===== config.mk =====
export PLATFORM = sky130hd
export DESIGN_NAME = fnsc_ctrl
export DESIGN_NICKNAME = d
export VERILOG_FILES = /design/src/hw/fnsc_pkg.sv /design/src/hw/fnsc_offset_calc.sv /design/src/hw/fnsc_ctrl.sv
export SDC_FILE = /design/constraint.sdc
export NUM_CORES = 1
export LEC_CHECK = 0
export BUFFER_PORTS_ARGS = -buffer_cell sky130_fd_sc_hd__buf_4
export CORE_MARGIN = 4
export CORE_UTILIZATION = 40
export DETAILED_ROUTE_END_ITERATION = 8
export PLACE_DENSITY = 0.63
export SYNTH_ARGS = -nofsm -noshare
export SYNTH_HDL_FRONTEND = slang
export SYNTH_SLANG_ARGS = --single-unit

===== constraint.sdc =====
create_clock -name clk -period 4.7 [get_ports clk]
set_input_delay 0.235 -clock clk [delete_from_list [all_inputs] [get_ports clk]]
set_output_delay 0.235 -clock clk [all_outputs]
set_load 0.03 [all_outputs]

===== src/hw/fnsc_pkg.sv =====
package fnsc_pkg;

    localparam int FRAME_CHIPS     = 38400;
    localparam int DOFF_UNIT_CHIPS = 512;
    localparam int CFN_MOD         = 256;
    localparam int ROUND_CHIPS     = 256;
    localparam int CFN_W           = 8;
    localparam int SFN_W           = 12;
    localparam int CHIP_W          = 16;
    localparam int DOFF_P_W        = 10;
    localparam int DOFF_T_W        = 7;
    localparam int PROD_W          = 32;
    localparam logic [CFN_W-1:0]  CFN_ZERO    = 8'h00;
    localparam logic [CFN_W-1:0]  CFN_ONE     = 8'h01;
    localparam logic [CHIP_W-1:0] CHIP_ZERO   = 16'h0000;
    localparam logic [CHIP_W-1:0] CHIP_FRAME  = 16'h9600;
    localparam logic [CHIP_W-1:0] CHIP_HALF_R = 16'h0080;
    localparam logic [CHIP_W-1:0] CHIP_R_MASK = 16'hFF00;

    typedef enum logic [1:0] {
        ST_COMMON    = 2'b00,
        ST_PAGING    = 2'b01,
        ST_DEDICATED = 2'b10
    } fnsc_ue_state_t;

    typedef enum logic [1:0] {
        L1_IDLE = 2'b00,
        L1_PREP = 2'b01,
        L1_WAIT = 2'b10
    } fnsc_l1_state_t;

    // chip sum with carry into the frame count
    function automatic logic [CFN_W+CHIP_W-1:0] fnsc_add_offs(
        input logic [CFN_W-1:0]  fo,
        input logic [CHIP_W-1:0] chip,
        input logic [CFN_W-1:0]  dfo,
        input logic [CHIP_W-1:0] dchip
    );
        logic [CHIP_W:0]    csum;
        logic [CFN_W-1:0]   fsum;
        csum = {1'b0, chip} + {1'b0, dchip};
        fsum = fo + dfo;
        if (csum >= {1'b0, CHIP_FRAME}) begin
            csum = csum - {1'b0, CHIP_FRAME};
            fsum = fsum + CFN_ONE;
        end
        return {fsum, csum[CHIP_W-1:0]};
    endfunction

endpackage


===== src/hw/fnsc_offset_calc.sv =====
`timescale 1ns/100ps
module fnsc_offset_calc
    import fnsc_pkg::*;
(
    input  wire logic [fnsc_pkg::DOFF_P_W-1:0] doff,
    output logic [fnsc_pkg::CFN_W-1:0]         frame_offset,
    output logic [fnsc_pkg::CHIP_W-1:0]        chip_offset,
    output logic [fnsc_pkg::CFN_W-1:0]         round_frame_offset,
    output logic [fnsc_pkg::CHIP_W-1:0]        round_chip_offset
);
    logic [PROD_W-1:0] prod;
    logic [PROD_W-1:0] quot;
    logic [PROD_W-1:0] rem;
    logic [CHIP_W-1:0] rsum;

    // frame offset * 38400 + chip offset = default offset * 512
    assign prod         = {{(PROD_W-DOFF_P_W){1'b0}}, doff}
                          * PROD_W'(DOFF_UNIT_CHIPS);
    assign quot         = prod / PROD_W'(FRAME_CHIPS);
    assign rem          = prod % PROD_W'(FRAME_CHIPS);
    assign frame_offset = quot[CFN_W-1:0];
    assign chip_offset  = rem[CHIP_W-1:0];

    // nearest 256-chip boundary, spilling into the next frame
    assign rsum = (chip_offset + CHIP_HALF_R) & CHIP_R_MASK;
    always_comb begin
        if (rsum >= CHIP_FRAME) begin
            round_frame_offset = frame_offset + CFN_ONE;
            round_chip_offset  = CHIP_ZERO;
        end else begin
            round_frame_offset = frame_offset;
            round_chip_offset  = rsum;
        end
    end

endmodule


===== src/hw/fnsc_ctrl.sv =====
// Functional notes
// common and paging state channels use frame offset zero.
// paired single link: frame offset*38400 + chip offset = default*512.
// time-division single link: frame offset equals generated default.
// time-division common channels keep frame offset zero when dedicated.
// time-division target offset is reported value, else the default.
// paired hard handover with unknown target uses default-offset relation.
// device loads counter from system frame number in common states.
// paired dedicated entry: counter = (sfn - default*512 div 38400) mod 256.
// time-division dedicated entry: counter = (sfn - default) mod 256.
// time-division common channel counter stays sfn mod 256.
// device reports per-cell offset as (cell sfn - counter) mod 256.
// device initialises counter from reference cell after measurements.
// device reports paired target offset and chip timing offset.
// device reports time-division target offset or substitute value.
// known target offset: no new default sent, counter kept.
// unknown target offset: new default sent before handover.
// prepare base stations, choose switch counter value, all switch then.
// device reports zero offset entering from another system; the terminal model has no such case.
// base station rounds offsets to nearest 256-chip boundary.
// controller may optionally request target offset report when dedicated.
// frame strobe advances counter; a load wins over the increment.
`timescale 1ns/100ps
module fnsc_ctrl
    import fnsc_pkg::*;
(
    input  wire logic                          clk,
    input  wire logic                          rst,
    input  wire logic                          frame_tick,
    input  wire logic                          mode_tdd,
    input  wire fnsc_pkg::fnsc_ue_state_t      ue_state,
    input  wire logic [fnsc_pkg::SFN_W-1:0]    system_frame_number,
    input  wire logic [fnsc_pkg::DOFF_P_W-1:0] default_offset_paired,
    input  wire logic [fnsc_pkg::DOFF_T_W-1:0] default_offset_time_division,
    input  wire logic                          setup_req,
    input  wire logic                          ho_req,
    input  wire logic                          ho_off_known,
    input  wire logic [fnsc_pkg::CFN_W-1:0]    ho_off,
    input  wire logic [fnsc_pkg::CHIP_W-1:0]   ho_tm,
    input  wire logic                          ask_target_report,
    input  wire logic                          l1_req,
    input  wire logic [fnsc_pkg::CFN_W-1:0]    l1_margin,
    input  wire logic                          prep_ack,
    output logic [fnsc_pkg::CFN_W-1:0]         common_frame_offset,
    output logic [fnsc_pkg::CFN_W-1:0]         ded_frame_offset,
    output logic [fnsc_pkg::CHIP_W-1:0]        ded_chip_offset,
    output logic [fnsc_pkg::CFN_W-1:0]         bs_frame_offset,
    output logic [fnsc_pkg::CHIP_W-1:0]        bs_chip_offset,
    output logic [fnsc_pkg::DOFF_P_W-1:0]      doff_sent,
    output logic                               setup_done,
    output logic [fnsc_pkg::CFN_W-1:0]         tgt_frame_offset,
    output logic [fnsc_pkg::CHIP_W-1:0]        tgt_chip_offset,
    output logic                               tgt_done,
    output logic                               new_doff_send,
    output logic                               target_report_req,
    output logic [fnsc_pkg::CFN_W-1:0]         connection_frame_number,
    output logic                               prep_cmd,
    output logic [fnsc_pkg::CFN_W-1:0]         switch_cfn,
    output logic                               switch_valid,
    output logic                               l1_apply
);
    import fnsc_pkg::*;

    logic [CFN_W-1:0]        calc_fo;
    logic [CHIP_W-1:0]       calc_chip;
    logic [CFN_W-1:0]        calc_rfo;
    logic [CHIP_W-1:0]       calc_rchip;
    logic [CFN_W-1:0]        tdd_doff;
    logic [CFN_W+CHIP_W-1:0] ho_sum;
    logic [CFN_W-1:0]        cfn_r;
    logic [CFN_W-1:0]        cfn_nxt;
    logic [CFN_W-1:0]        load_fo;
    logic [CFN_W-1:0]        margin;
    logic [CFN_W-1:0]        ded_fo_r;
    logic [CHIP_W-1:0]       ded_chip_r;
    logic [CFN_W-1:0]        bs_fo_r;
    logic [CHIP_W-1:0]       bs_chip_r;
    logic [DOFF_P_W-1:0]     doff_sent_r;
    logic                    setup_done_r;
    logic [CFN_W-1:0]        tgt_fo_r;
    logic [CHIP_W-1:0]       tgt_chip_r;
    logic                    tgt_done_r;
    logic                    new_doff_r;
    logic                    report_req_r;
    logic [CFN_W-1:0]        switch_cfn_r;
    logic                    switch_valid_r;
    logic                    apply_r;
    fnsc_l1_state_t          l1_r;

    fnsc_offset_calc u_calc (
        .doff               (default_offset_paired),
        .frame_offset       (calc_fo),
        .chip_offset        (calc_chip),
        .round_frame_offset (calc_rfo),
        .round_chip_offset  (calc_rchip)
    );

    assign tdd_doff = {{(CFN_W-DOFF_T_W){1'b0}}, default_offset_time_division};
    assign ho_sum   = fnsc_add_offs(ded_fo_r, ded_chip_r, ho_off, ho_tm);

    // zero offset on common channels
    // also while dedicated in time-division
    assign common_frame_offset = CFN_ZERO;

    // single radio link setup on entry to the dedicated state
    always_ff @(posedge clk) begin
        if (rst) begin
            ded_fo_r     <= CFN_ZERO;
            ded_chip_r   <= CHIP_ZERO;
            bs_fo_r      <= CFN_ZERO;
            bs_chip_r    <= CHIP_ZERO;
            doff_sent_r  <= '0;
            setup_done_r <= 1'b0;
        end else begin
            setup_done_r <= setup_req;
            if (setup_req) begin
                if (mode_tdd) begin
                    // frame offset from time-division default
                    ded_fo_r    <= tdd_doff;
                    ded_chip_r  <= CHIP_ZERO;
                    bs_fo_r     <= tdd_doff;
                    bs_chip_r   <= CHIP_ZERO;
                    doff_sent_r <= {{(DOFF_P_W-DOFF_T_W){1'b0}},
                                    default_offset_time_division};
                end else begin
                    // split default offset into frame and chip
                    ded_fo_r    <= calc_fo;
                    ded_chip_r  <= calc_chip;
                    // base station timing on 256-chip grid
                    bs_fo_r     <= calc_rfo;
                    bs_chip_r   <= calc_rchip;
                    doff_sent_r <= default_offset_paired;
                end
            end
        end
    end

    // target cell offsets at link addition or handover
    always_ff @(posedge clk) begin
        if (rst) begin
            tgt_fo_r   <= CFN_ZERO;
            tgt_chip_r <= CHIP_ZERO;
            tgt_done_r <= 1'b0;
            new_doff_r <= 1'b0;
        end else begin
            tgt_done_r <= ho_req;
            // known target needs no new default
            // unknown target gets a new default first
            new_doff_r <= ho_req && !ho_off_known;
            if (ho_req) begin
                if (mode_tdd) begin
                    // reported offset or the default
                    tgt_fo_r   <= ho_off_known ? ho_off : tdd_doff;
                    tgt_chip_r <= CHIP_ZERO;
                end else if (ho_off_known) begin
                    tgt_fo_r   <= ho_sum[CFN_W+CHIP_W-1:CHIP_W];
                    tgt_chip_r <= ho_sum[CHIP_W-1:0];
                end else begin
                    // fall back to the single-link relation
                    tgt_fo_r   <= calc_fo;
                    tgt_chip_r <= calc_chip;
                end
            end
        end
    end

    // optional request for a target offset report
    always_ff @(posedge clk) begin
        if (rst) begin
            report_req_r <= 1'b0;
        end else begin
            report_req_r <= ask_target_report && (ue_state == ST_DEDICATED);
        end
    end

    // network copy of the counter, mirroring the terminal's
    assign load_fo = mode_tdd ? tdd_doff : calc_fo;
    always_comb begin
        cfn_nxt = cfn_r;
        if (ue_state != ST_DEDICATED) begin
            // follows the system frame number
            cfn_nxt = system_frame_number[CFN_W-1:0];
        end else if (setup_req) begin
            // load wins over the increment
            cfn_nxt = system_frame_number[CFN_W-1:0] - load_fo;
        end else if (frame_tick) begin
            cfn_nxt = cfn_r + CFN_ONE;
        end
    end

    always_ff @(posedge clk) begin
        if (rst) begin
            cfn_r <= CFN_ZERO;
        end else begin
            cfn_r <= cfn_nxt;
        end
    end

    // synchronised layer-1 change
    assign margin = (l1_margin == CFN_ZERO) ? CFN_ONE : l1_margin;
    always_ff @(posedge clk) begin
        if (rst) begin
            l1_r           <= L1_IDLE;
            switch_cfn_r   <= CFN_ZERO;
            switch_valid_r <= 1'b0;
            apply_r        <= 1'b0;
        end else begin
            switch_valid_r <= 1'b0;
            apply_r        <= 1'b0;
            unique case (l1_r)
                L1_IDLE: begin
                    if (l1_req) begin
                        l1_r <= L1_PREP;
                    end
                end
                L1_PREP: begin
                    // switch value chosen after preparation
                    if (prep_ack) begin
                        switch_cfn_r   <= cfn_r + margin;
                        switch_valid_r <= 1'b1;
                        l1_r           <= L1_WAIT;
                    end
                end
                L1_WAIT: begin
                    // apply at the agreed counter value
                    if (!switch_valid_r && cfn_r == switch_cfn_r) begin
                        apply_r <= 1'b1;
                        l1_r    <= L1_IDLE;
                    end
                end
                default: begin
                    l1_r <= L1_IDLE;
                end
            endcase
        end
    end

    assign ded_frame_offset        = ded_fo_r;
    assign ded_chip_offset         = ded_chip_r;
    assign bs_frame_offset         = bs_fo_r;
    assign bs_chip_offset          = bs_chip_r;
    assign doff_sent               = doff_sent_r;
    assign setup_done              = setup_done_r;
    assign tgt_frame_offset        = tgt_fo_r;
    assign tgt_chip_offset         = tgt_chip_r;
    assign tgt_done                = tgt_done_r;
    assign new_doff_send           = new_doff_r;
    assign target_report_req       = report_req_r;
    assign connection_frame_number = cfn_r;
    assign prep_cmd                = (l1_r == L1_PREP);
    assign switch_cfn              = switch_cfn_r;
    assign switch_valid            = switch_valid_r;
    assign l1_apply                = apply_r;
endmodule


==> impl_summary.log <==
[metrics] Logic pwr share: 0.461
[metrics] FF-to-FF setup slack: 1.18 ns
[metrics] proportion of register bits with asynchronous set or reset after synthesis: 0
[metrics] Final period util: 0.952
[metrics] Net Sw Power: 1080 uW
[metrics] Total Die Area: 0.0188 sq mm
[metrics] hold-fix buffers at CTS: 0
[metrics] global-route wire length before repair: 30.5 mm
[metrics] number of enable flip-flop cells after synthesis: 0
[metrics] final hold violation count: 0
[metrics] largest vdd supply drop: 0.178 mV
[metrics] largest area contributor in the netlist: dfxtp_1
[metrics] Antenna Diode Count: 0
[metrics] number of endpoints failing setup at the final stage: 0
[metrics] class of the most critical hold timing path: input pin to register
[metrics] fill count: 1627
[metrics] largest clock skew in the final design: about 0.008 ns
[metrics] number of clock sinks: 84
[metrics] horizontal extent of the die: roughly 140 um
[metrics] buffers from clock root to sink, at most: 2
[metrics] Final Hold Slack: ~0.13 ns
[metrics] maximum fanout along the worst path: 6
[metrics] routability congestion estimate: 0.933
[metrics] synth-to-layout area growth: 30.3%
[metrics] ratio of routed vias to standard cells: between 5 and 6
[metrics] number of nets in the final layout: around 1100
[metrics] proportion of synthesized chip area in sequential cells: 0.252
[metrics] share of Yosys cell area claimed by the top area cell type: 0.252
[metrics] number of standard cells after synthesis: ~850
[metrics] Die Y-Extent: roughly 140 um
[metrics] starting density of the core: 0.414
[metrics] fin. max-slew vios: 0
[metrics] switching share of total power: 0.380
[metrics] number of antenna violations at the first check in global routing: 0
[metrics] max-cap viol count: 0
[metrics] proportion of power drawn by flip-flops and latches: 0.287
[metrics] Worst Tran Pin Value: roughly 0.9 ns
[metrics] flip-flop and latch count after synthesis: 84
[metrics] Post-Syn Area per Cell: approximately 7.9 sq um
[metrics] unrepaired setup endpoints after global routing: yes
[metrics] fraction of final layout cells sized beyond drive strength 1: 0.278
[metrics] insertion delay to the later sink of the worst-skew pair: 0.35 ns
[metrics] count of distinct cell types in the synthesized netlist: 79
[metrics] leakage power of the design: between 0.003 and 0.004 uW
[metrics] Remaining Overflow, GRT: 0
[metrics] number of placement rows: 46
[metrics] largest net degree at the start of global routing: 85
[metrics] Core Area: about 0.016 sq mm
[metrics] power after layout: 2840 uW
[metrics] # resized after CTS: 0
[metrics] IO Port Bufs: 153
[metrics] setup_tns: 0 ns
[metrics] synth top area cells: dfxtp_1 25%, ha_1 6.2%, a21oi_1 6.2%, nor2_1 6.0%, xnor2_1 5.5%
[metrics] Clock Power Share: 0.253
[metrics] number of warnings reported in the yosys synthesis log: 0
[metrics] power per standard cell area: ~330 mW/mm^2
[metrics] HPWL after detailed placement: 15.0 mm
[metrics] main flop type after synthesis: dfxtp_1
[metrics] via count of the first global-routing pass: 5993
[metrics] post-route standard cell area excluding fillers: 0.00870 sq mm
[metrics] post-detailed-routing wire length: 19.6 mm
[metrics] post-route antenna net violation count: 0
[metrics] detailed-routing iteration count for the pre-antenna-repair pass: 4
[metrics] cts bufs inserted: 9
[metrics] type of the worst setup path: input pin to register
[metrics] Peak Freq: approximately 220 MHz
[metrics] GR Util All Layers: 0.203
[metrics] remaining design rule violation count: 0
[metrics] status: complete, no violations
[metrics] Starting DRT DRC Count: 298
[metrics] CP Capture Type: register
[metrics] H-tree lvl count: 3
[metrics] CP Launch Type: input pin
[metrics] WL/cell: approximately 16 um
[metrics] minimum clock period: 4.47 ns
[metrics] post-synthesis cell area: 0.00667 sq mm
[metrics] Root Buffer Master: clkbuf_16
[metrics] Arrival @ worst endpoint: roughly 4.7 ns
[metrics] WP data required: around 5.0 ns
[metrics] TritonCTS clock tree: built
[metrics] internal portion of total power: 1760 uW
[metrics] worst max-slew margin expressed relative to the limit: 0.401
[metrics] I/O pins: between 150 and 200
[metrics] via count of the routed design: around 6600
[metrics] number of buffers added for setup after CTS: 0
[metrics] Reg clk slew, reported paths: around 0.060 ns
[metrics] placed standard-cell area: 0.00838 sq mm
==> synth_stat cells, types with 6 or more instances <==
| master | instances |
|---|---|
| xnor2_1 | 42 |
| o211ai_1 | 7 |
| mux2_2 | 8 |
| o21bai_1 | 9 |
| a32oi_1 | 6 |
| buf_1 | 6 |
| and3_1 | 8 |
| inv_1 | 20 |
| a22oi_1 | 9 |
| o21a_1 | 7 |
| a211oi_1 | 24 |
| dfxtp_1 | 84 |
| buf_4 | 30 |
| xor2_1 | 23 |
| clkbuf_1 | 45 |
| nor2_1 | 107 |
| nand3_1 | 18 |
| a21oi_1 | 82 |
| mux2i_1 | 19 |
| nand2_1 | 46 |
| nand2b_1 | 12 |
| nor2b_1 | 26 |
| nand4_1 | 6 |
| ha_1 | 33 |
| or3_1 | 10 |
| nor3_1 | 14 |
| a21o_1 | 20 |
| o21ai_0 | 24 |
==> cells in the final DEF, fill, tap and decap left out, types with 6 or more instances in the layout <==
cell type | synthesis | layout
buf_4 | 30 | 231
nor2_1 | 107 | 107
dfxtp_1 | 84 | 84
a21oi_1 | 82 | 79
nand2_1 | 46 | 44
xnor2_1 | 42 | 42
ha_1 | 33 | 32
conb_1 | 1 | 28
nor2b_1 | 26 | 25
a211oi_1 | 24 | 23
o21ai_0 | 24 | 23
xor2_1 | 23 | 23
a21o_1 | 20 | 19
inv_1 | 20 | 19
mux2i_1 | 19 | 19
nand3_1 | 18 | 18
nor3_1 | 14 | 14
nand2b_1 | 12 | 12
or3_1 | 10 | 9
o21bai_1 | 9 | 9
a22oi_1 | 9 | 9
clkbuf_16 | 0 | 9
and3_1 | 8 | 8
o21a_1 | 7 | 7
o211ai_1 | 7 | 7
mux2_2 | 8 | 6
nand4_1 | 6 | 6
a32oi_1 | 6 | 6
==> metrics by stage <==
stage	util	cells	worst slack, ns
2_1_floorplan	-	874	-0.108
3_3_place_gp	0.520	1233	-0.104
3_5_place_dp	0.520	1233	-0.208
4_1_cts	0.538	1248	0.140
5_1_grt	0.540	1248	-0.0303
6_report	0.540	1248	0.226
==> metal layers <==
layer / up-vias / GRT usage / wire, um
li1: 3342 / - / -
met1: 3097 / 0.278 / 9020
met2: 178 / 0.331 / 9120
met3: 16 / 0.0324 / 1180
met4: 0 / 0.0588 / 269
met5: - / 0 / 0
==> flip-flops by register name (all words and copies together) (netlist names) <==
signal and flops:
tgt_chip_offset 16, doff_sent 10, connection_frame_number 8, switch_cfn 8, tgt_frame_offset 8, bs_chip_offset 7, ded_chip_offset 7, ded_frame_offset 7
bs_frame_offset 5, l1_r 2, l1_apply 1, new_doff_send 1, setup_done 1, switch_valid 1, target_report_req 1, tgt_done 1
==> area by class of cell <==
type | count | area, sq um | share of cell area
Multi-Input combinational cell | 679 | 4620 | 0.531
Timing Repair Buffer | 232 | 1750 | 0.202
Sequential cell | 84 | 1680 | 0.193
Tap cell | 216 | 270 | 0.0311
Clock buffer | 10 | 229 | 0.0263
Inverter | 22 | 82.6 | 0.00950
Clock inverter | 5 | 62.6 | 0.00719
==> kinds of logic after synthesis <==
kind of cell / Yosys count / share of synthesized area
other: 1 / 0.000562
xor gates and xnor gates: 65 / 0.0853
and+or+nand+nor: 274 / 0.200
DFF: 84 / 0.252
buffers and inverters: 111 / 0.0846
AOI/OAI and AO/OA: 243 / 0.249
adders and majority gates: 38 / 0.0754
muxes: 31 / 0.0538
==> power by group through the flow <==
stage	logic (uW)	clock network [uW]	registers, uW
global route	1440	763	822
finish	1310	718	815
detailed placement	1300	0	830
CTS	1310	736	815
floorplan	762	0	922
global placement	1290	0	830
==> worst max-delay path, stage by stage <==
cell and delay [ns]:
buf_4 0.13, a211o_4 0.37, a32oi_4 0.18, or4b_1 0.45, o32a_1 0.20, and4_1 0.17
or3_4 0.39, a21o_4 0.22, o41a_1 0.35, o21ai_2 0.19, nand2_2 0.08, mux2_4 0.29
ha_4 0.16, inv_2 0.06, fa_2 0.20, a21o_1 0.11, a21o_1 0.12, a21o_1 0.12
a21oi_2 0.05, xor2_1 0.14, a211oi_1 0.20, a21oi_1 0.07, a211oi_1 0.25
==> worst paths after layout <==
check                                               from                          to  cells after the start
worst min-delay path              system_frame_number[0]  connection_frame_number[0]                      3
worst min register to register       tgt_frame_offset[7]         tgt_frame_offset[7]                      2
worst max-delay path            default_offset_paired[6]  connection_frame_number[6]                     23
worst max register to register       ded_chip_offset[10]         tgt_frame_offset[1]                     14
No activity file was read; power rests on OpenSTA's default activity.
